==> config.mk <==
export PLATFORM = sky130hd
export DESIGN_NAME = eag_core
export DESIGN_NICKNAME = d
export VERILOG_FILES = /design/src/rtl/eag_core.v
export VERILOG_INCLUDE_DIRS = /design/src /design/src/rtl
export SDC_FILE = /design/constraint.sdc
export NUM_CORES = 1
export LEC_CHECK = 0
export BUFFER_PORTS_ARGS = -buffer_cell sky130_fd_sc_hd__buf_4
export CORE_UTILIZATION = 60
export CTS_BUF_LIST = sky130_fd_sc_hd__clkbuf_16
export CTS_CLUSTER_SIZE = 14
export DETAILED_ROUTE_END_ITERATION = 7
export PLACE_DENSITY = 0.9
export SLEW_MARGIN = 20
export SYNTH_ARGS = -nofsm -noshare
export SYNTH_HDL_FRONTEND = slang
export SYNTH_SLANG_ARGS = --single-unit
==> constraint.sdc <==
create_clock -name sys_clk -period 14.75 [get_ports sys_clk]
set_input_delay 0.7375 -clock sys_clk [delete_from_list [all_inputs] [get_ports sys_clk]]
set_output_delay 0.7375 -clock sys_clk [all_outputs]
set_load 0.03 [all_outputs]
==> src/rtl/eag_map.vh <==
`ifndef EAG_MAP_VH
`define EAG_MAP_VH
// ==================================================
// Register word indices (address bits 7:2)
`define EAG_OFS_CTRL      6'h00
`define EAG_OFS_CMD       6'h01
`define EAG_OFS_TIME      6'h02
`define EAG_OFS_ERRTGT    6'h03
`define EAG_OFS_BITS_LO   6'h04
`define EAG_OFS_BITS_HI   6'h05
`define EAG_OFS_LOC_START 6'h06
`define EAG_OFS_LOC_LEN   6'h07
`define EAG_OFS_STATUS    6'h08
`define EAG_OFS_ERRCNT    6'h09
`define EAG_OFS_BITCNT_LO 6'h0a
`define EAG_OFS_BITCNT_HI 6'h0b
`define EAG_OFS_ELAPSED   6'h0c
`define EAG_OFS_IRQ_STAT  6'h0d
`define EAG_OFS_IRQ_MASK  6'h0e
`define EAG_OFS_LIVE_ERR  6'h0f
`define EAG_OFS_LIVE_BITS 6'h10
// ==================================================
// Control field positions
`define EAG_CTRL_MODE_LSB 0
`define EAG_CTRL_PER_LSB  2
`define EAG_CTRL_LOC_LSB  4
`define EAG_CTRL_CMP_LSB  6
// ==================================================
// Field encodings
`define EAG_MODE_MANUAL   2'h0
`define EAG_MODE_SINGLE   2'h1
`define EAG_MODE_REPEAT   2'h2
`define EAG_PER_TIME      2'h0
`define EAG_PER_ERRORS    2'h1
`define EAG_PER_BITS      2'h2
`define EAG_LOC_ALL       2'h0
`define EAG_LOC_BLOCK     2'h1
`define EAG_LOC_SINGLE    2'h2
`define EAG_CMP_BIT       2'h0
// ==================================================
// Limits and reset values
`define EAG_TIME_MIN      24'h000001
`define EAG_TIME_MAX      24'h83d5ff
`define EAG_ERR_T10       11'h00a
`define EAG_ERR_T100      11'h064
`define EAG_ERR_T1000     11'h3e8
`define EAG_BITS_MIN      50'h00000_00989680
`define EAG_BITS_MAX      50'h38d7e_a4c68000
`define EAG_RST_TIME      24'h00003c
`define EAG_RST_BITS      50'h00000_3b9aca00
`define EAG_RST_LOC_LEN   32'h00000001
// ==================================================
// Timing
`define EAG_CLK_HZ        50000000
`define EAG_SEC_S         1
`define EAG_SEC_CYCLES    (`EAG_CLK_HZ * `EAG_SEC_S)
// Interrupt bits
`define EAG_IRQ_END       0
`define EAG_IRQ_TGT       1
`define EAG_IRQ_START     2
`endif

==> src/rtl/eag_core.v <==
`timescale 1ns/1ps
`include "eag_map.vh"

module eag_core #(
    parameter SEC_CYCLES = `EAG_SEC_CYCLES
) (
    // Clock and reset
    input  wire        sys_clk,
    input  wire        resetn,
    // Avalon-MM slave
    input  wire [7:0]  avs_address,
    input  wire        avs_read,
    input  wire        avs_write,
    input  wire [31:0] avs_writedata,
    output reg  [31:0] avs_readdata,
    output wire        avs_waitrequest,
    // Compared data from the pattern checker
    input  wire        rx_valid,
    input  wire        rx_err,
    input  wire [31:0] rx_pos,
    // Status
    output reg         running,
    output wire        irq
);

    // ==================================================
    // Declarations
    reg  [1:0]  cfg_mode;
    reg  [1:0]  cfg_per;
    reg  [1:0]  cfg_loc;
    reg  [1:0]  cfg_cmp;
    reg  [23:0] cfg_time;
    reg  [10:0] cfg_errtgt;
    reg  [49:0] cfg_bits;
    reg  [31:0] cfg_loc_start;
    reg  [31:0] cfg_loc_len;
    reg  [1:0]  act_mode;
    reg  [1:0]  act_per;
    reg  [1:0]  act_loc;
    reg  [23:0] act_time;
    reg  [10:0] act_errtgt;
    reg  [49:0] act_bits;
    reg  [31:0] act_loc_start;
    reg  [31:0] act_loc_len;
    reg  [31:0] err_cnt;
    reg  [49:0] bit_cnt;
    reg  [23:0] elapsed;
    reg  [31:0] sec_cnt;
    reg         tgt_hit;
    reg  [31:0] live_err;
    reg  [31:0] live_bits;
    reg  [2:0]  irq_stat;
    reg  [2:0]  irq_mask;
    reg         rd_ack;
    reg  [31:0] next_readdata;
    wire [5:0]  reg_idx;
    wire        wr_en;
    wire        rd_en;
    wire        cmd_start;
    wire        cmd_stop;
    wire        sec_tick;
    wire        err_match;
    wire        period_end;
    wire        begin_period;
    wire        tgt_now;
    wire [1:0]  wr_mode;
    wire [1:0]  wr_per;
    wire [1:0]  wr_loc;
    wire [1:0]  wr_cmp;

    // ==================================================
    // Position filter: true when pos lies in [start, start + len)
    function in_block;
        input [31:0] pos;
        input [31:0] start;
        input [31:0] len;
        reg   [31:0] off;
        begin
            off      = pos - start;
            in_block = (pos >= start) && (off < len);
        end
    endfunction

    // ==================================================
    // Bus decode; writes never wait, reads wait one cycle
    assign reg_idx         = avs_address[7:2];
    assign wr_en           = avs_write;
    assign rd_en           = avs_read & rd_ack;
    assign avs_waitrequest = avs_read & ~rd_ack;
    assign cmd_start       = wr_en && (reg_idx == `EAG_OFS_CMD) && avs_writedata[0];
    assign cmd_stop        = wr_en && (reg_idx == `EAG_OFS_CMD) && avs_writedata[1];
    assign wr_mode         = avs_writedata[`EAG_CTRL_MODE_LSB +: 2];
    assign wr_per          = avs_writedata[`EAG_CTRL_PER_LSB +: 2];
    assign wr_loc          = avs_writedata[`EAG_CTRL_LOC_LSB +: 2];
    assign wr_cmp          = avs_writedata[`EAG_CTRL_CMP_LSB +: 2];

    // Read wait state, cleared as the read is accepted
    always @(posedge sys_clk or negedge resetn) begin
        if (!resetn) begin
            rd_ack <= 1'b0;
        end else begin
            rd_ack <= avs_read & ~rd_ack;
        end
    end

    // ==================================================
    // Pending configuration written by software
    always @(posedge sys_clk or negedge resetn) begin
        if (!resetn) begin
            cfg_mode      <= `EAG_MODE_MANUAL;
            cfg_per       <= `EAG_PER_TIME;
            cfg_loc       <= `EAG_LOC_ALL;
            cfg_cmp       <= `EAG_CMP_BIT;
            cfg_time      <= `EAG_RST_TIME;
            cfg_errtgt    <= `EAG_ERR_T10;
            cfg_bits      <= `EAG_RST_BITS;
            cfg_loc_start <= 32'h00000000;
            cfg_loc_len   <= `EAG_RST_LOC_LEN;
            irq_mask      <= 3'h0;
        end else if (wr_en) begin
            case (reg_idx)
                `EAG_OFS_CTRL: begin
                    if (!running && wr_mode != 2'h3) begin
                        cfg_mode <= wr_mode;
                    end
                    if (!running && wr_per != 2'h3) begin
                        cfg_per <= wr_per;
                    end
                    cfg_cmp <= wr_cmp;
                    if (wr_cmp != `EAG_CMP_BIT && (wr_loc == `EAG_LOC_SINGLE
                        || (wr_loc == 2'h3 && cfg_loc == `EAG_LOC_SINGLE))) begin
                        cfg_loc <= `EAG_LOC_ALL;
                    end else if (wr_loc != 2'h3) begin
                        cfg_loc <= wr_loc;
                    end
                end
                `EAG_OFS_TIME: begin
                    if (!running && avs_writedata[23:0] >= `EAG_TIME_MIN
                        && avs_writedata[23:0] <= `EAG_TIME_MAX
                        && avs_writedata[31:24] == 8'h00) begin
                        cfg_time <= avs_writedata[23:0];
                    end
                end
                `EAG_OFS_ERRTGT: begin
                    if (!running && avs_writedata[31:11] == 21'h0
                        && (avs_writedata[10:0] == `EAG_ERR_T10
                        || avs_writedata[10:0] == `EAG_ERR_T100
                        || avs_writedata[10:0] == `EAG_ERR_T1000)) begin
                        cfg_errtgt <= avs_writedata[10:0];
                    end
                end
                `EAG_OFS_BITS_LO: begin
                    if (!running) begin
                        cfg_bits[31:0] <= avs_writedata;
                    end
                end
                `EAG_OFS_BITS_HI: begin
                    if (!running) begin
                        cfg_bits[49:32] <= avs_writedata[17:0];
                    end
                end
                `EAG_OFS_LOC_START: cfg_loc_start <= avs_writedata;
                `EAG_OFS_LOC_LEN:   cfg_loc_len   <= avs_writedata;
                `EAG_OFS_IRQ_MASK:  irq_mask      <= avs_writedata[2:0];
                default: ;
            endcase
        end
    end

    // ==================================================
    // Period control
    assign sec_tick  = running && (sec_cnt == SEC_CYCLES - 1);
    assign err_match = rx_valid && rx_err && (
        (act_loc == `EAG_LOC_ALL) ||
        (act_loc == `EAG_LOC_BLOCK && in_block(rx_pos, act_loc_start,
                                               act_loc_len)) ||
        (act_loc == `EAG_LOC_SINGLE && rx_pos == act_loc_start));
    assign tgt_now   = running && act_per == `EAG_PER_ERRORS && !tgt_hit
                       && (err_cnt[10:0] >= act_errtgt || err_cnt[31:11] != 21'h0);

    // End conditions apply only outside manual mode
    assign period_end = running && (act_mode != `EAG_MODE_MANUAL) && (
        (act_per == `EAG_PER_TIME   && sec_tick && elapsed + 24'h1 >= act_time) ||
        (act_per == `EAG_PER_ERRORS && sec_tick && (tgt_hit || tgt_now)) ||
        (act_per == `EAG_PER_BITS   && bit_cnt > act_bits));

    // A new period starts on a start command, or straight after a repeat period
    assign begin_period = (!running && cmd_start) ||
                          (period_end && act_mode == `EAG_MODE_REPEAT && !cmd_stop);

    // Run flag and settings applied at period start
    always @(posedge sys_clk or negedge resetn) begin
        if (!resetn) begin
            running       <= 1'b0;
            act_mode      <= `EAG_MODE_MANUAL;
            act_per       <= `EAG_PER_TIME;
            act_loc       <= `EAG_LOC_ALL;
            act_time      <= `EAG_RST_TIME;
            act_errtgt    <= `EAG_ERR_T10;
            act_bits      <= `EAG_RST_BITS;
            act_loc_start <= 32'h00000000;
            act_loc_len   <= `EAG_RST_LOC_LEN;
        end else if (begin_period) begin
            running       <= 1'b1;
            act_mode      <= cfg_mode;
            act_per       <= cfg_per;
            act_loc       <= cfg_loc;
            act_time      <= cfg_time;
            act_errtgt    <= cfg_errtgt;
            act_bits      <= cfg_bits;
            act_loc_start <= cfg_loc_start;
            act_loc_len   <= cfg_loc_len;
        end else if (cmd_stop || period_end) begin
            running <= 1'b0;
        end
    end

    // ==================================================
    // Accumulation counters, cleared at each period start
    always @(posedge sys_clk or negedge resetn) begin
        if (!resetn) begin
            err_cnt <= 32'h00000000;
            bit_cnt <= 50'h0;
            elapsed <= 24'h000000;
            sec_cnt <= 32'h00000000;
            tgt_hit <= 1'b0;
        end else if (begin_period) begin
            err_cnt <= 32'h00000000;
            bit_cnt <= 50'h0;
            elapsed <= 24'h000000;
            sec_cnt <= 32'h00000000;
            tgt_hit <= 1'b0;
        end else if (running) begin
            if (err_match && err_cnt != 32'hffffffff) begin
                err_cnt <= err_cnt + 32'h1;
            end
            if (rx_valid) begin
                bit_cnt <= bit_cnt + 50'h1;
            end
            if (tgt_now) begin
                tgt_hit <= 1'b1;
            end
            if (sec_tick) begin
                sec_cnt <= 32'h00000000;
                elapsed <= elapsed + 24'h1;
            end else begin
                sec_cnt <= sec_cnt + 32'h1;
            end
        end
    end

    // ==================================================
    // Live counters run with any received data
    always @(posedge sys_clk or negedge resetn) begin
        if (!resetn) begin
            live_err  <= 32'h00000000;
            live_bits <= 32'h00000000;
        end else if (rx_valid) begin
            live_bits <= live_bits + 32'h1;
            if (rx_err) begin
                live_err <= live_err + 32'h1;
            end
        end
    end

    // ==================================================
    // Sticky interrupt status; a read clears only the bits it returned, so an
    // event latched during the read wait cycle is kept; a set wins the clear
    always @(posedge sys_clk or negedge resetn) begin
        if (!resetn) begin
            irq_stat <= 3'h0;
        end else begin
            irq_stat <= ((rd_en && reg_idx == `EAG_OFS_IRQ_STAT) ?
                         (irq_stat & ~avs_readdata[2:0]) : irq_stat)
                        | {begin_period, tgt_now, period_end};
        end
    end

    assign irq = |(irq_stat & irq_mask);

    // ==================================================
    // Read data mux
    always @* begin
        next_readdata = 32'h00000000;
        case (reg_idx)
            `EAG_OFS_CTRL:      next_readdata = {24'h0, cfg_cmp, cfg_loc, cfg_per, cfg_mode};
            `EAG_OFS_TIME:      next_readdata = {8'h00, cfg_time};
            `EAG_OFS_ERRTGT:    next_readdata = {21'h0, cfg_errtgt};
            `EAG_OFS_BITS_LO:   next_readdata = cfg_bits[31:0];
            `EAG_OFS_BITS_HI:   next_readdata = {14'h0, cfg_bits[49:32]};
            `EAG_OFS_LOC_START: next_readdata = cfg_loc_start;
            `EAG_OFS_LOC_LEN:   next_readdata = cfg_loc_len;
            `EAG_OFS_STATUS:    next_readdata = {24'h0, act_loc, act_per, act_mode,
                                                 tgt_hit, running};
            `EAG_OFS_ERRCNT:    next_readdata = err_cnt;
            `EAG_OFS_BITCNT_LO: next_readdata = bit_cnt[31:0];
            `EAG_OFS_BITCNT_HI: next_readdata = {14'h0, bit_cnt[49:32]};
            `EAG_OFS_ELAPSED:   next_readdata = {8'h00, elapsed};
            `EAG_OFS_IRQ_STAT:  next_readdata = {29'h0, irq_stat};
            `EAG_OFS_IRQ_MASK:  next_readdata = {29'h0, irq_mask};
            `EAG_OFS_LIVE_ERR:  next_readdata = live_err;
            `EAG_OFS_LIVE_BITS: next_readdata = live_bits;
            default:            next_readdata = 32'h00000000;
        endcase
    end

    // Read data register, loaded in the wait cycle
    always @(posedge sys_clk or negedge resetn) begin
        if (!resetn) begin
            avs_readdata <= 32'h00000000;
        end else if (avs_read && !rd_ack) begin
            avs_readdata <= next_readdata;
        end
    end

endmodule

# Yosys cells after proc, flatten, opt, wreduce, memory -nomap -nowiden

Index checks and enable logic that the tools add are counted.

Register bits after elaboration: 555
Input bits: 78
Output and inout bits: 35
Logic and storage cells: 187

$add $sub $neg: 7
Magnitude comparators: 7
Eq/ne operators: 33
Mux-type cells: 21
Bitwise logic cells: 8
Reductions and logical operators: 81

Operators with widths:

| operator                                                           | count |
|---|---|
| case mux 32 bit (16 select lines)                                  | 1 |
| 2-to-1 mux 32 bit                                                  | 6 |
| 2-to-1 mux 50 bit                                                  | 3 |
| adder 32 x 1 -> 32 bit, second input constant                      | 4 |
| 2-to-1 mux 24 bit                                                  | 3 |
| adder 50 x 1 -> 50 bit, second input constant                      | 1 |
| greater-than comparator 50 bit                                     | 1 |
| equality test 6 x 4 -> 1 bit, second input constant                | 8 |
| logical AND 1 bit                                                  | 34 |
| equality test 32 x 26 -> 1 bit, second input constant              | 1 |
| equality test 32 bit                                               | 1 |
| greater-or-equal comparator 32 bit                                 | 1 |
| < comparator 32 bit                                                | 1 |
| inequality test 32 bit, second input constant                      | 1 |
| subtractor 32 bit                                                  | 1 |
| adder 24 x 1 -> 24 bit, second input constant                      | 1 |
| equality test 6 x 3 -> 1 bit, second input constant                | 4 |
| greater-or-equal comparator 24 x 1 -> 1 bit, second input constant | 1 |
| greater-or-equal comparator 24 bit                                 | 1 |
| less-or-equal comparator 24 bit, second input constant             | 1 |
| logical NOT 21 bit                                                 | 1 |
| AND reduction 3 bit                                                | 7 |
| nonzero test 21 bit                                                | 1 |
| AND reduction 2 bit                                                | 9 |
| 25 further kinds                                                   | 64 |

# Depth between registers and ports, before layout

Gate-level depths: netlist of the first run.

Depth after elaboration: 14
Mapped depth: 24
Depth with buffers taken out: 22

# Least setup slack after synthesis of the first run

No wires, ideal clock.

Kind: input port to flip-flop
From: input port rx_pos[0]
To: register err_cnt[29]
Library setup time: 77 ps
Data arrival time: 5369 ps
Required time: 14673 ps
Setup slack: 9304 ps
Stages: 22
Buffers on the path: 1
Path through: inv_1 > ha_1 > fa_1 > and2b_1 > o211ai_1 > a32o_1 > o221ai_2 > a311oi_1 > o21ai_0 > a21oi_1 > o31a_1 > nor3_1 > ha_1 > nor2b_1 > o21ai_0 > o211ai_1 > nand2b_1 > a211oi_2 > o2111ai_1 > clkbuf_1 > or4_1 > a21oi_1

Word-level cells in the longest chain between the ends: 10
Elaborated cells on any way between the ends: 13
Those cells by class: add/sub (1); order compare (2); eq/ne (1); reduce/logical (9)

RTL lines:

| what                                     | RTL line       | text |
|---|---|---|
| start, declared                          | eag_core.v:20  | `input wire [31:0] rx_pos,` |
| subtractor 32 bit                        | eag_core.v:79  | `off = pos - start;` |
| < comparator 32 bit                      | eag_core.v:80  | `in_block = (pos >= start) && (off < len);` |
| logical AND 1 bit                        | eag_core.v:80  |  |
| logical AND 1 bit                        | eag_core.v:175 | `` (act_loc == `EAG_LOC_BLOCK && in_block(rx_pos, act_loc_start, `` |
| logical OR 1 bit                         | eag_core.v:174 | `` (act_loc == `EAG_LOC_ALL) \|\| `` |
| logical OR 1 bit (*)                     | eag_core.v:174 |  |
| logical AND 1 bit (*)                    | eag_core.v:173 | `assign err_match = rx_valid && rx_err && (` |
| logical AND 1 bit (*)                    | eag_core.v:234 | `if (err_match && err_cnt != 32'hffffffff) begin` |
| nonzero test 2 bit (no source line) (*)  | -              |  |
| AND reduction 2 bit (no source line) (*) | -              |  |
| end signal, assigned                     | eag_core.v:235 | `err_cnt <= err_cnt + 32'h1;` |
| end, declared                            | eag_core.v:45  | `reg [31:0] err_cnt;` |

Every way passes the cells marked *; elsewhere a longest branch is shown, timed or not.
A chain may end at the register's enable or synchronous reset.

# Final worst setup path of the first run

From: register elapsed[0]
To: register act_loc_len[29]

Word-level cells in the longest chain between the ends: 9

RTL lines:

| what                               | RTL line       | text |
|---|---|---|
| start, declared                    | eag_core.v:47  | `reg [23:0] elapsed;` |
| start signal, assigned             | eag_core.v:245 | `elapsed <= elapsed + 24'h1;` |
| adder 24 x 1 -> 24 bit             | eag_core.v:183 | `` (act_per == `EAG_PER_TIME && sec_tick && elapsed + 24'h1 >= act_time) \|\| `` |
| greater-or-equal comparator 24 bit | eag_core.v:183 |  |
| logical AND 1 bit                  | eag_core.v:183 |  |
| logical OR 1 bit (2 in series)     | eag_core.v:183 |  |
| logical AND 1 bit                  | eag_core.v:182 | `` assign period_end = running && (act_mode != `EAG_MODE_MANUAL) && ( `` |
| logical AND 1 bit (no source line) | -              |  |
| logical AND 1 bit                  | eag_core.v:189 | `` (period_end && act_mode == `EAG_MODE_REPEAT && !cmd_stop); `` |
| logical OR 1 bit                   | eag_core.v:188 | `assign begin_period = (!running && cmd_start) \|\|` |
| end signal, assigned               | eag_core.v:202 | `` act_loc_len <= `EAG_RST_LOC_LEN; `` |
| end signal, assigned               | eag_core.v:212 | `act_loc_len <= cfg_loc_len;` |
| end, declared                      | eag_core.v:44  | `reg [31:0] act_loc_len;` |

No other way between the ends.

==> results.sh, run 1 <==
export IMPL_hold_viol=0
export IMPL_required_ns=15.27
export IMPL_area_growth_pct=10.8
export IMPL_relSlewSlack_pct=20.6
export IMPL_start_kind="flip-flop"
export IMPL_rsz0062_at_grt="false"
export IMPL_p_clk_share_pct=38.8
export IMPL_drtIter0Drc=2749
export IMPL_swShare_pct=28.5
export IMPL_p_int_mw=2.73
export IMPL_syn_inst=2886
export IMPL_insertedDiodeCount=0
export IMPL_clk_insertion_delay_late_ns=0.64
export IMPL_cts_tree="built"
export IMPL_cts_sinks=555
export IMPL_crit_start="elapsed[0]"
export IMPL_finalPower_mw=3.81
export IMPL_worstReg2RegStart="elapsed[0]"
export IMPL_p_comb_share_pct=13.6
export IMPL_grt_usage_pct=36.6
export IMPL_regArea_sq_mm=0.0139
export IMPL_ys_types=86
export IMPL_die_y_um=226
export IMPL_tightest_slew_ns=1.18
export IMPL_seq_power_share_pct=47.6
export IMPL_drive_gt1_share_pct=18.2
export IMPL_async_flop_share_pct=100
export IMPL_vias=24091
export IMPL_clock_skew_ns=0.0210
export IMPL_placed_cells=3564
export IMPL_p_leak_nw=15.4
export IMPL_htreeDepth=2
export IMPL_vias_per_cell=6.56
export IMPL_maxSlewViolCount=0
export IMPL_setup_viol=0
export IMPL_cts_resized=0
export IMPL_critical_path_arrival_ns=7.57
export IMPL_max_freq_mhz=142
export IMPL_routed_wl_um=91500
export IMPL_final_nets=3193
export IMPL_overflow=0
export IMPL_drt_pass1_iter_count=8
export IMPL_dp_hpwl_um=65900
export IMPL_ys_seq_area_share_pct=46.2
export IMPL_power_density_mw_per_mm2=114
export IMPL_yosys_area_share_simple_pct=13.3
export IMPL_vdd_drop_max_mv=0.104
export IMPL_place_ws_ns=7.68
export IMPL_status="finished, final reports clean"
export IMPL_grt_max_degree=170
export IMPL_post_cts_buffers=0
export IMPL_synth_compound_area_share_pct=11.9
export IMPL_grt_pass1_wl_um=140000
export IMPL_antenna_found_initial=1
export IMPL_holdWs_ns=0.111
export IMPL_syn_nets=3119
export IMPL_antenna_left=0
export IMPL_numCtsBuffers=57
export IMPL_drc_errors=0
export IMPL_synth_edf_count=0
export IMPL_ys_ff_latch=555
export IMPL_die_x_um=226
export IMPL_ys_flop_type="dfrtp_1"
export IMPL_layout_commonest_cell="dfrtp_1"
export IMPL_fin_crit_ns=7.06
export IMPL_coreArea_sq_mm=0.0493
export IMPL_syn_avg_cell_area_sq_um=10.5
export IMPL_gp_routability_congestion=0.980
export IMPL_fillers=3740
export IMPL_postCtsHoldBufs=0
export IMPL_synth_fa_ha_area_share_pct=6.45
export IMPL_grt_pass1_vias=24294
export IMPL_stdcell_count=3673
export IMPL_crit_fanout=65
export IMPL_clkTransAtPathRegs_ns=0.06
export IMPL_io_pin_count=113
export IMPL_min_period_over_period_pct=47.9
export IMPL_worstSetupPathType="flip-flop to flip-flop"
export IMPL_synth_xor_area_share_pct=5.89
export IMPL_cts_root_buffer="clkbuf_16"
export IMPL_hold_class="input port to async pin"
export IMPL_synthMuxAreaShare_pct=12.0
export IMPL_port_buffers=110
export IMPL_multiInputGateArea_sq_mm=0.0150
export IMPL_initial_utilization_pct=61.3
export IMPL_fin_ws_ns=7.69
export IMPL_wl_per_cell_um=24.9
export IMPL_synth_warnings=0
export IMPL_synth_top_family_by_area="simple AND/OR/NAND/NOR gates"
export IMPL_syn_area_sq_mm=0.0302
export IMPL_cts_max_path_buffers=3
export IMPL_drv_cap=0
export IMPL_rows=81
export IMPL_cp_end_kind="flip-flop"
export IMPL_final_cell_mix="dfrtp_1 (515), mux2_2 (257), nor2_1 (244)"
export IMPL_fin_tns_setup_ns=0
export IMPL_netSwitchingPower_mw=1.08
export IMPL_dieArea_sq_mm=0.0512
==> layer usage <==
metal,part of all wire (%),routed length (um),vias up,GRT usage [%]
met5,0.014,13,-,0
met1,38,34700,11861,45.8
li1,-,-,10536,-
met3,8.6,7830,362,7.21
met2,46,41800,1330,57.2
met4,7.8,7150,2,25.5
==> logic make-up after synthesis <==
family	after synthesis
compound gates	517
flops	555
fa+ha+maj	155
mux	323
buf+inv	305
xor+xnor	203
simple gates	828
==> synthesized netlist by cell type (all sizes together) (4+ instances only) <==
cell | number | share of area (%)
o211ai | 15 | 0.37
xnor2 | 97 | 2.8
nand3 | 112 | 1.9
or2 | 4 | 0.083
a311oi | 14 | 0.41
xor2 | 106 | 3.1
mux2i | 17 | 0.56
nor3 | 28 | 0.48
a222oi | 12 | 0.40
o2111ai | 6 | 0.17
a2111oi | 4 | 0.14
a211oi | 9 | 0.26
a221oi | 38 | 1.1
dfrtp | 515 | 43
and4 | 14 | 0.41
o31ai | 6 | 0.15
nand2b | 13 | 0.27
nor2b | 18 | 0.37
inv | 179 | 2.2
or4 | 9 | 0.24
a21o | 23 | 0.57
and2 | 20 | 0.41
nor4b | 4 | 0.12
o22ai | 6 | 0.12
nor4 | 26 | 0.56
dfstp | 40 | 3.5
a22o | 53 | 1.5
ha | 154 | 6.4
o21a | 6 | 0.15
a21oi | 127 | 2.1
a22oi | 69 | 1.7
buf | 45 | 0.97
o21ai | 79 | 1.3
or3 | 13 | 0.27
mux2 | 306 | 11
nand4 | 64 | 1.3
nor2 | 252 | 3.2
and3 | 53 | 1.1
o21bai | 6 | 0.15
clkbuf | 81 | 1.0
a31oi | 13 | 0.27
nand2 | 187 | 2.3
==> registers in the layout, indices dropped and copies added (netlist names), 32 cells and up <==
register	cells
cfg_bits	50
avs_readdata	32
act_loc_start	32
live_bits	32
act_loc_len	32
sec_cnt	32
act_bits	50
cfg_loc_len	32
cfg_loc_start	32
live_err	32
bit_cnt	50
err_cnt	32
==> final cells by class <==
type                            instances  share of cell area [%]
Timing Repair Buffer                  141                    3.24
Clock buffer                           59                    4.42
Multi-Input combinational cell       2026                    44.9
Inverter                              179                    2.01
Tap cell                              664                    2.48
Clock inverter                         49                    1.26
Sequential cell                       555                    41.7
==> path summary, 6_finish.rpt <==
check / end / slack [ns] / cells past startpoint
setup / recovery: act_loc_len[29] / 7.69 / 20
max in group asynchronous: elapsed[7] / 11.53 / 4
hold reg to reg: live_bits[31] / 0.49 / 1
min in group sys_clk: cfg_loc_len[27] / 0.37 / 2
setup reg to reg: act_loc_len[29] / 7.69 / 20
hold / removal: act_loc_start[25] / 0.11 / 1
==> through the flow <==
stage / area (sq um) / util (%)
2_1_floorplan: 30200 / -
3_3_place_gp: 31500 / 64.0
3_5_place_dp: 31500 / 64.0
4_1_cts: 33400 / 67.8
5_1_grt: 33400 / 67.9
6_report: 33400 / 67.9
==> worst max-delay path: stages, from the launching register on <==
cell and delay [ns]:
dfrtp_1 0.50, nand3_1 0.23, nor4_1 0.69, and3_1 0.51, nand4_1 0.22, inv_1 0.16
nand3_1 0.15, nor2_1 0.16, xor2_1 0.18, ha_1 0.27, a211oi_1 0.28, o21ai_0 0.30
a2111oi_0 0.52, nand2_1 0.12, o22ai_1 0.38, nor2_1 0.13, o21ba_1 0.19, buf_4 0.25
nor2_4 0.40, buf_4 0.79, mux2_2 0.42
==> power by group through the flow <==
stage | Combinational [mW] | Sequential (mW) | Clock (mW)
final | 0.520 | 1.81 | 1.48
after detailed placement | 0.506 | 1.83 | 0
after global routing | 0.575 | 1.82 | 1.55
after global placement | 0.476 | 1.82 | 0
after floorplan | 0.347 | 1.76 | 0
after CTS | 0.512 | 1.80 | 1.49
(Power assumes the default switching activity.)
==> inputs of run 2 (changes only) <==
CORE_UTILIZATION = 57   (was 60)
PLACE_DENSITY = 0.89   (was 0.9)
clock period = 6.3 ns   (was 14.75 ns; I/O delays follow)
==> results.sh, run 2 (synthesized netlist as in run 1, its figures left out) <==
export IMPL_status="finished, final reports clean"
export IMPL_reg_top3="act_bits: 50 flops, bit_cnt: 50 flops, cfg_bits: 50 flops"
export IMPL_min_path_cells=2
export IMPL_setup_viol=0
export IMPL_drtIter0Drc=3284
export IMPL_hold_viol=0
export IMPL_cts_sinks=555
export IMPL_overflow=0
export IMPL_dp_hpwl_um=65600
export IMPL_drive_gt1_share_pct=18.3
export IMPL_required_ns=6.82
export IMPL_hold_class="input port to flip-flop"
export IMPL_placed_cells=3587
export IMPL_vias_per_cell=6.74
export IMPL_coreArea_sq_mm=0.0518
export IMPL_fin_crit_ns=5.90
export IMPL_relSlewSlack_pct=26.3
export IMPL_cts_max_path_buffers=3
export IMPL_cp_end_kind="flip-flop"
export IMPL_rows=83
export IMPL_r2r_end="act_bits[1]"
export IMPL_worstSetupPathType="flip-flop to flip-flop"
export IMPL_rsz0062_at_grt="false"
export IMPL_stdcell_count=3712
export IMPL_drv_cap=0
export IMPL_tightest_slew_ns=1.10
export IMPL_antenna_found_initial=4
export IMPL_min_period_over_period_pct=93.7
export IMPL_grt_usage_pct=35.1
export IMPL_routed_wl_um=93900
export IMPL_grt_pass1_wl_um=144000
export IMPL_hold_end="cfg_time[17]"
export IMPL_p_leak_nw=15.4
export IMPL_vias=25020
export IMPL_die_y_um=232
export IMPL_layout_commonest_cell="dfrtp_1"
export IMPL_clk_insertion_delay_late_ns=0.64
export IMPL_io_pin_count=113
export IMPL_vdd_drop_max_mv=0.244
export IMPL_final_nets=3213
export IMPL_grt_pass1_vias=24421
export IMPL_utilization_pct=65.0
export IMPL_cts_tree="built"
export IMPL_drt_pass1_iter_count=7
export IMPL_critical_path_arrival_ns=6.42
export IMPL_worstReg2RegStart="elapsed[1]"
export IMPL_die_x_um=232
export IMPL_wl_per_cell_um=25.3
export IMPL_port_buffers=110
export IMPL_drc_errors=0
export IMPL_start_kind="flip-flop"
export IMPL_gp_routability_congestion=1.01
export IMPL_clock_skew_ns=0.0342
export IMPL_cts_resized=0
export IMPL_r2r_slack_ns=0.40
export IMPL_area_growth_pct=11.6
export IMPL_dieArea_sq_mm=0.0539
export IMPL_cts_root_buffer="clkbuf_16"
export IMPL_htreeDepth=2
export IMPL_grt_max_degree=177
export IMPL_max_freq_mhz=169
export IMPL_fin_tns_setup_ns=0
export IMPL_antenna_left=0
export IMPL_crit_fanout=12
export IMPL_min_from="avs_writedata[17]"
export IMPL_numCtsBuffers=56
export IMPL_ff2ff_path_depth=20
export IMPL_initial_utilization_pct=58.2
export IMPL_power_density_mw_per_mm2=262
export IMPL_finalPower_mw=8.84
export IMPL_clkTransAtPathRegs_ns=0.07
export IMPL_maxSlewViolCount=0
export IMPL_final_cell_mix="dfrtp_1 (515), mux2_2 (257), nor2_1 (243)"
## run 2: changes by cell type in the layout (fill, tap and decap cells not counted), moves of 3 or more
cell / previous run / this run
dlygate4sd3_1: 0 / 15
buf_12: 1 / 7
inv_1: 197 / 191
clkinv_2: 9 / 13
diode_2: 0 / 4
clkinv_1: 10 / 13
## run 2: where the power goes
part | switching, mW | leakage (nW) | total [mW] | internal [mW]
Clock | 1.49 | 0.951 | 3.38 | 1.89
Combinational | 0.697 | 7.15 | 1.22 | 0.527
Sequential | 0.387 | 7.34 | 4.23 | 3.85
## run 2: how the worst max path moves through the flow
| stage | from | cells after the start | slack [ns] | end |
|---|---|---|---|---|
| final | elapsed[1] | 20 | 0.40 | act_bits[1] |
| after global routing | act_loc_start[0] | 22 | 0.04 | err_cnt[29] |
| after CTS | act_loc_start[0] | 22 | 0.62 | err_cnt[29] |
| after detailed placement | rx_pos[0] | 24 | 0.61 | err_cnt[29] |
| after global placement | rx_pos[0] | 24 | 0.72 | err_cnt[31] |
| after floorplan | act_loc_start[0] | 21 | 1.27 | err_cnt[29] |
## run 2: worst max-delay path, cell delays in order, from the launching register on
cell and delay [ns]:
dfrtp_1 0.45, ha_1 0.25, nand3_1 0.18, nor3_1 0.39
and3_1 0.29, and2_1 0.37, and3_1 0.31, nand3_1 0.16
nor2_1 0.18, xor2_1 0.09, ha_1 0.18, a211oi_1 0.23
o21ai_0 0.20, a2111oi_0 0.35, nand2_1 0.11, o22ai_1 0.62
nor2_1 0.16, o21ba_1 0.25, nor2_4 0.32, buf_4 0.31
mux2_1 0.37
## run 2: what timing repair did
item,in CTS,in global routing
hold buffers,15,0
hold endpoints to repair,109,0
setup endpoints to repair,0,0
setup buffers,0,0
## run 2: area by class of cell
class,instances,area [sq um]
tap,680,851
multi-input combinational,2026,15000
antenna,4,10.0
fill,3747,18200
inverter,179,672
clock inverter,49,404
timing repair buffer,162,1350
sequential,555,13900
clock buffer,57,1430
## run 2: layer usage
metal	up-vias	track usage [%]	routed length [um]
met1	12172	45.7	34800
met2	1791	52.7	41200
li1	10590	-	-
met3	463	10.0	11900
met4	4	19.7	6080
met5	-	0	26
## run 2: through the flow
stage / hold slack (ns) / worst slack (ns) / cell area [sq um]
floorplan: 0.0194 / 1.27 / 30200
global placement: 0.318 / 0.717 / 31700
detailed placement: 0.316 / 0.607 / 31700
CTS: 0.0147 / 0.620 / 33700
global route: 0.0274 / 0.0422 / 33700
finish: 0.0325 / 0.397 / 33700
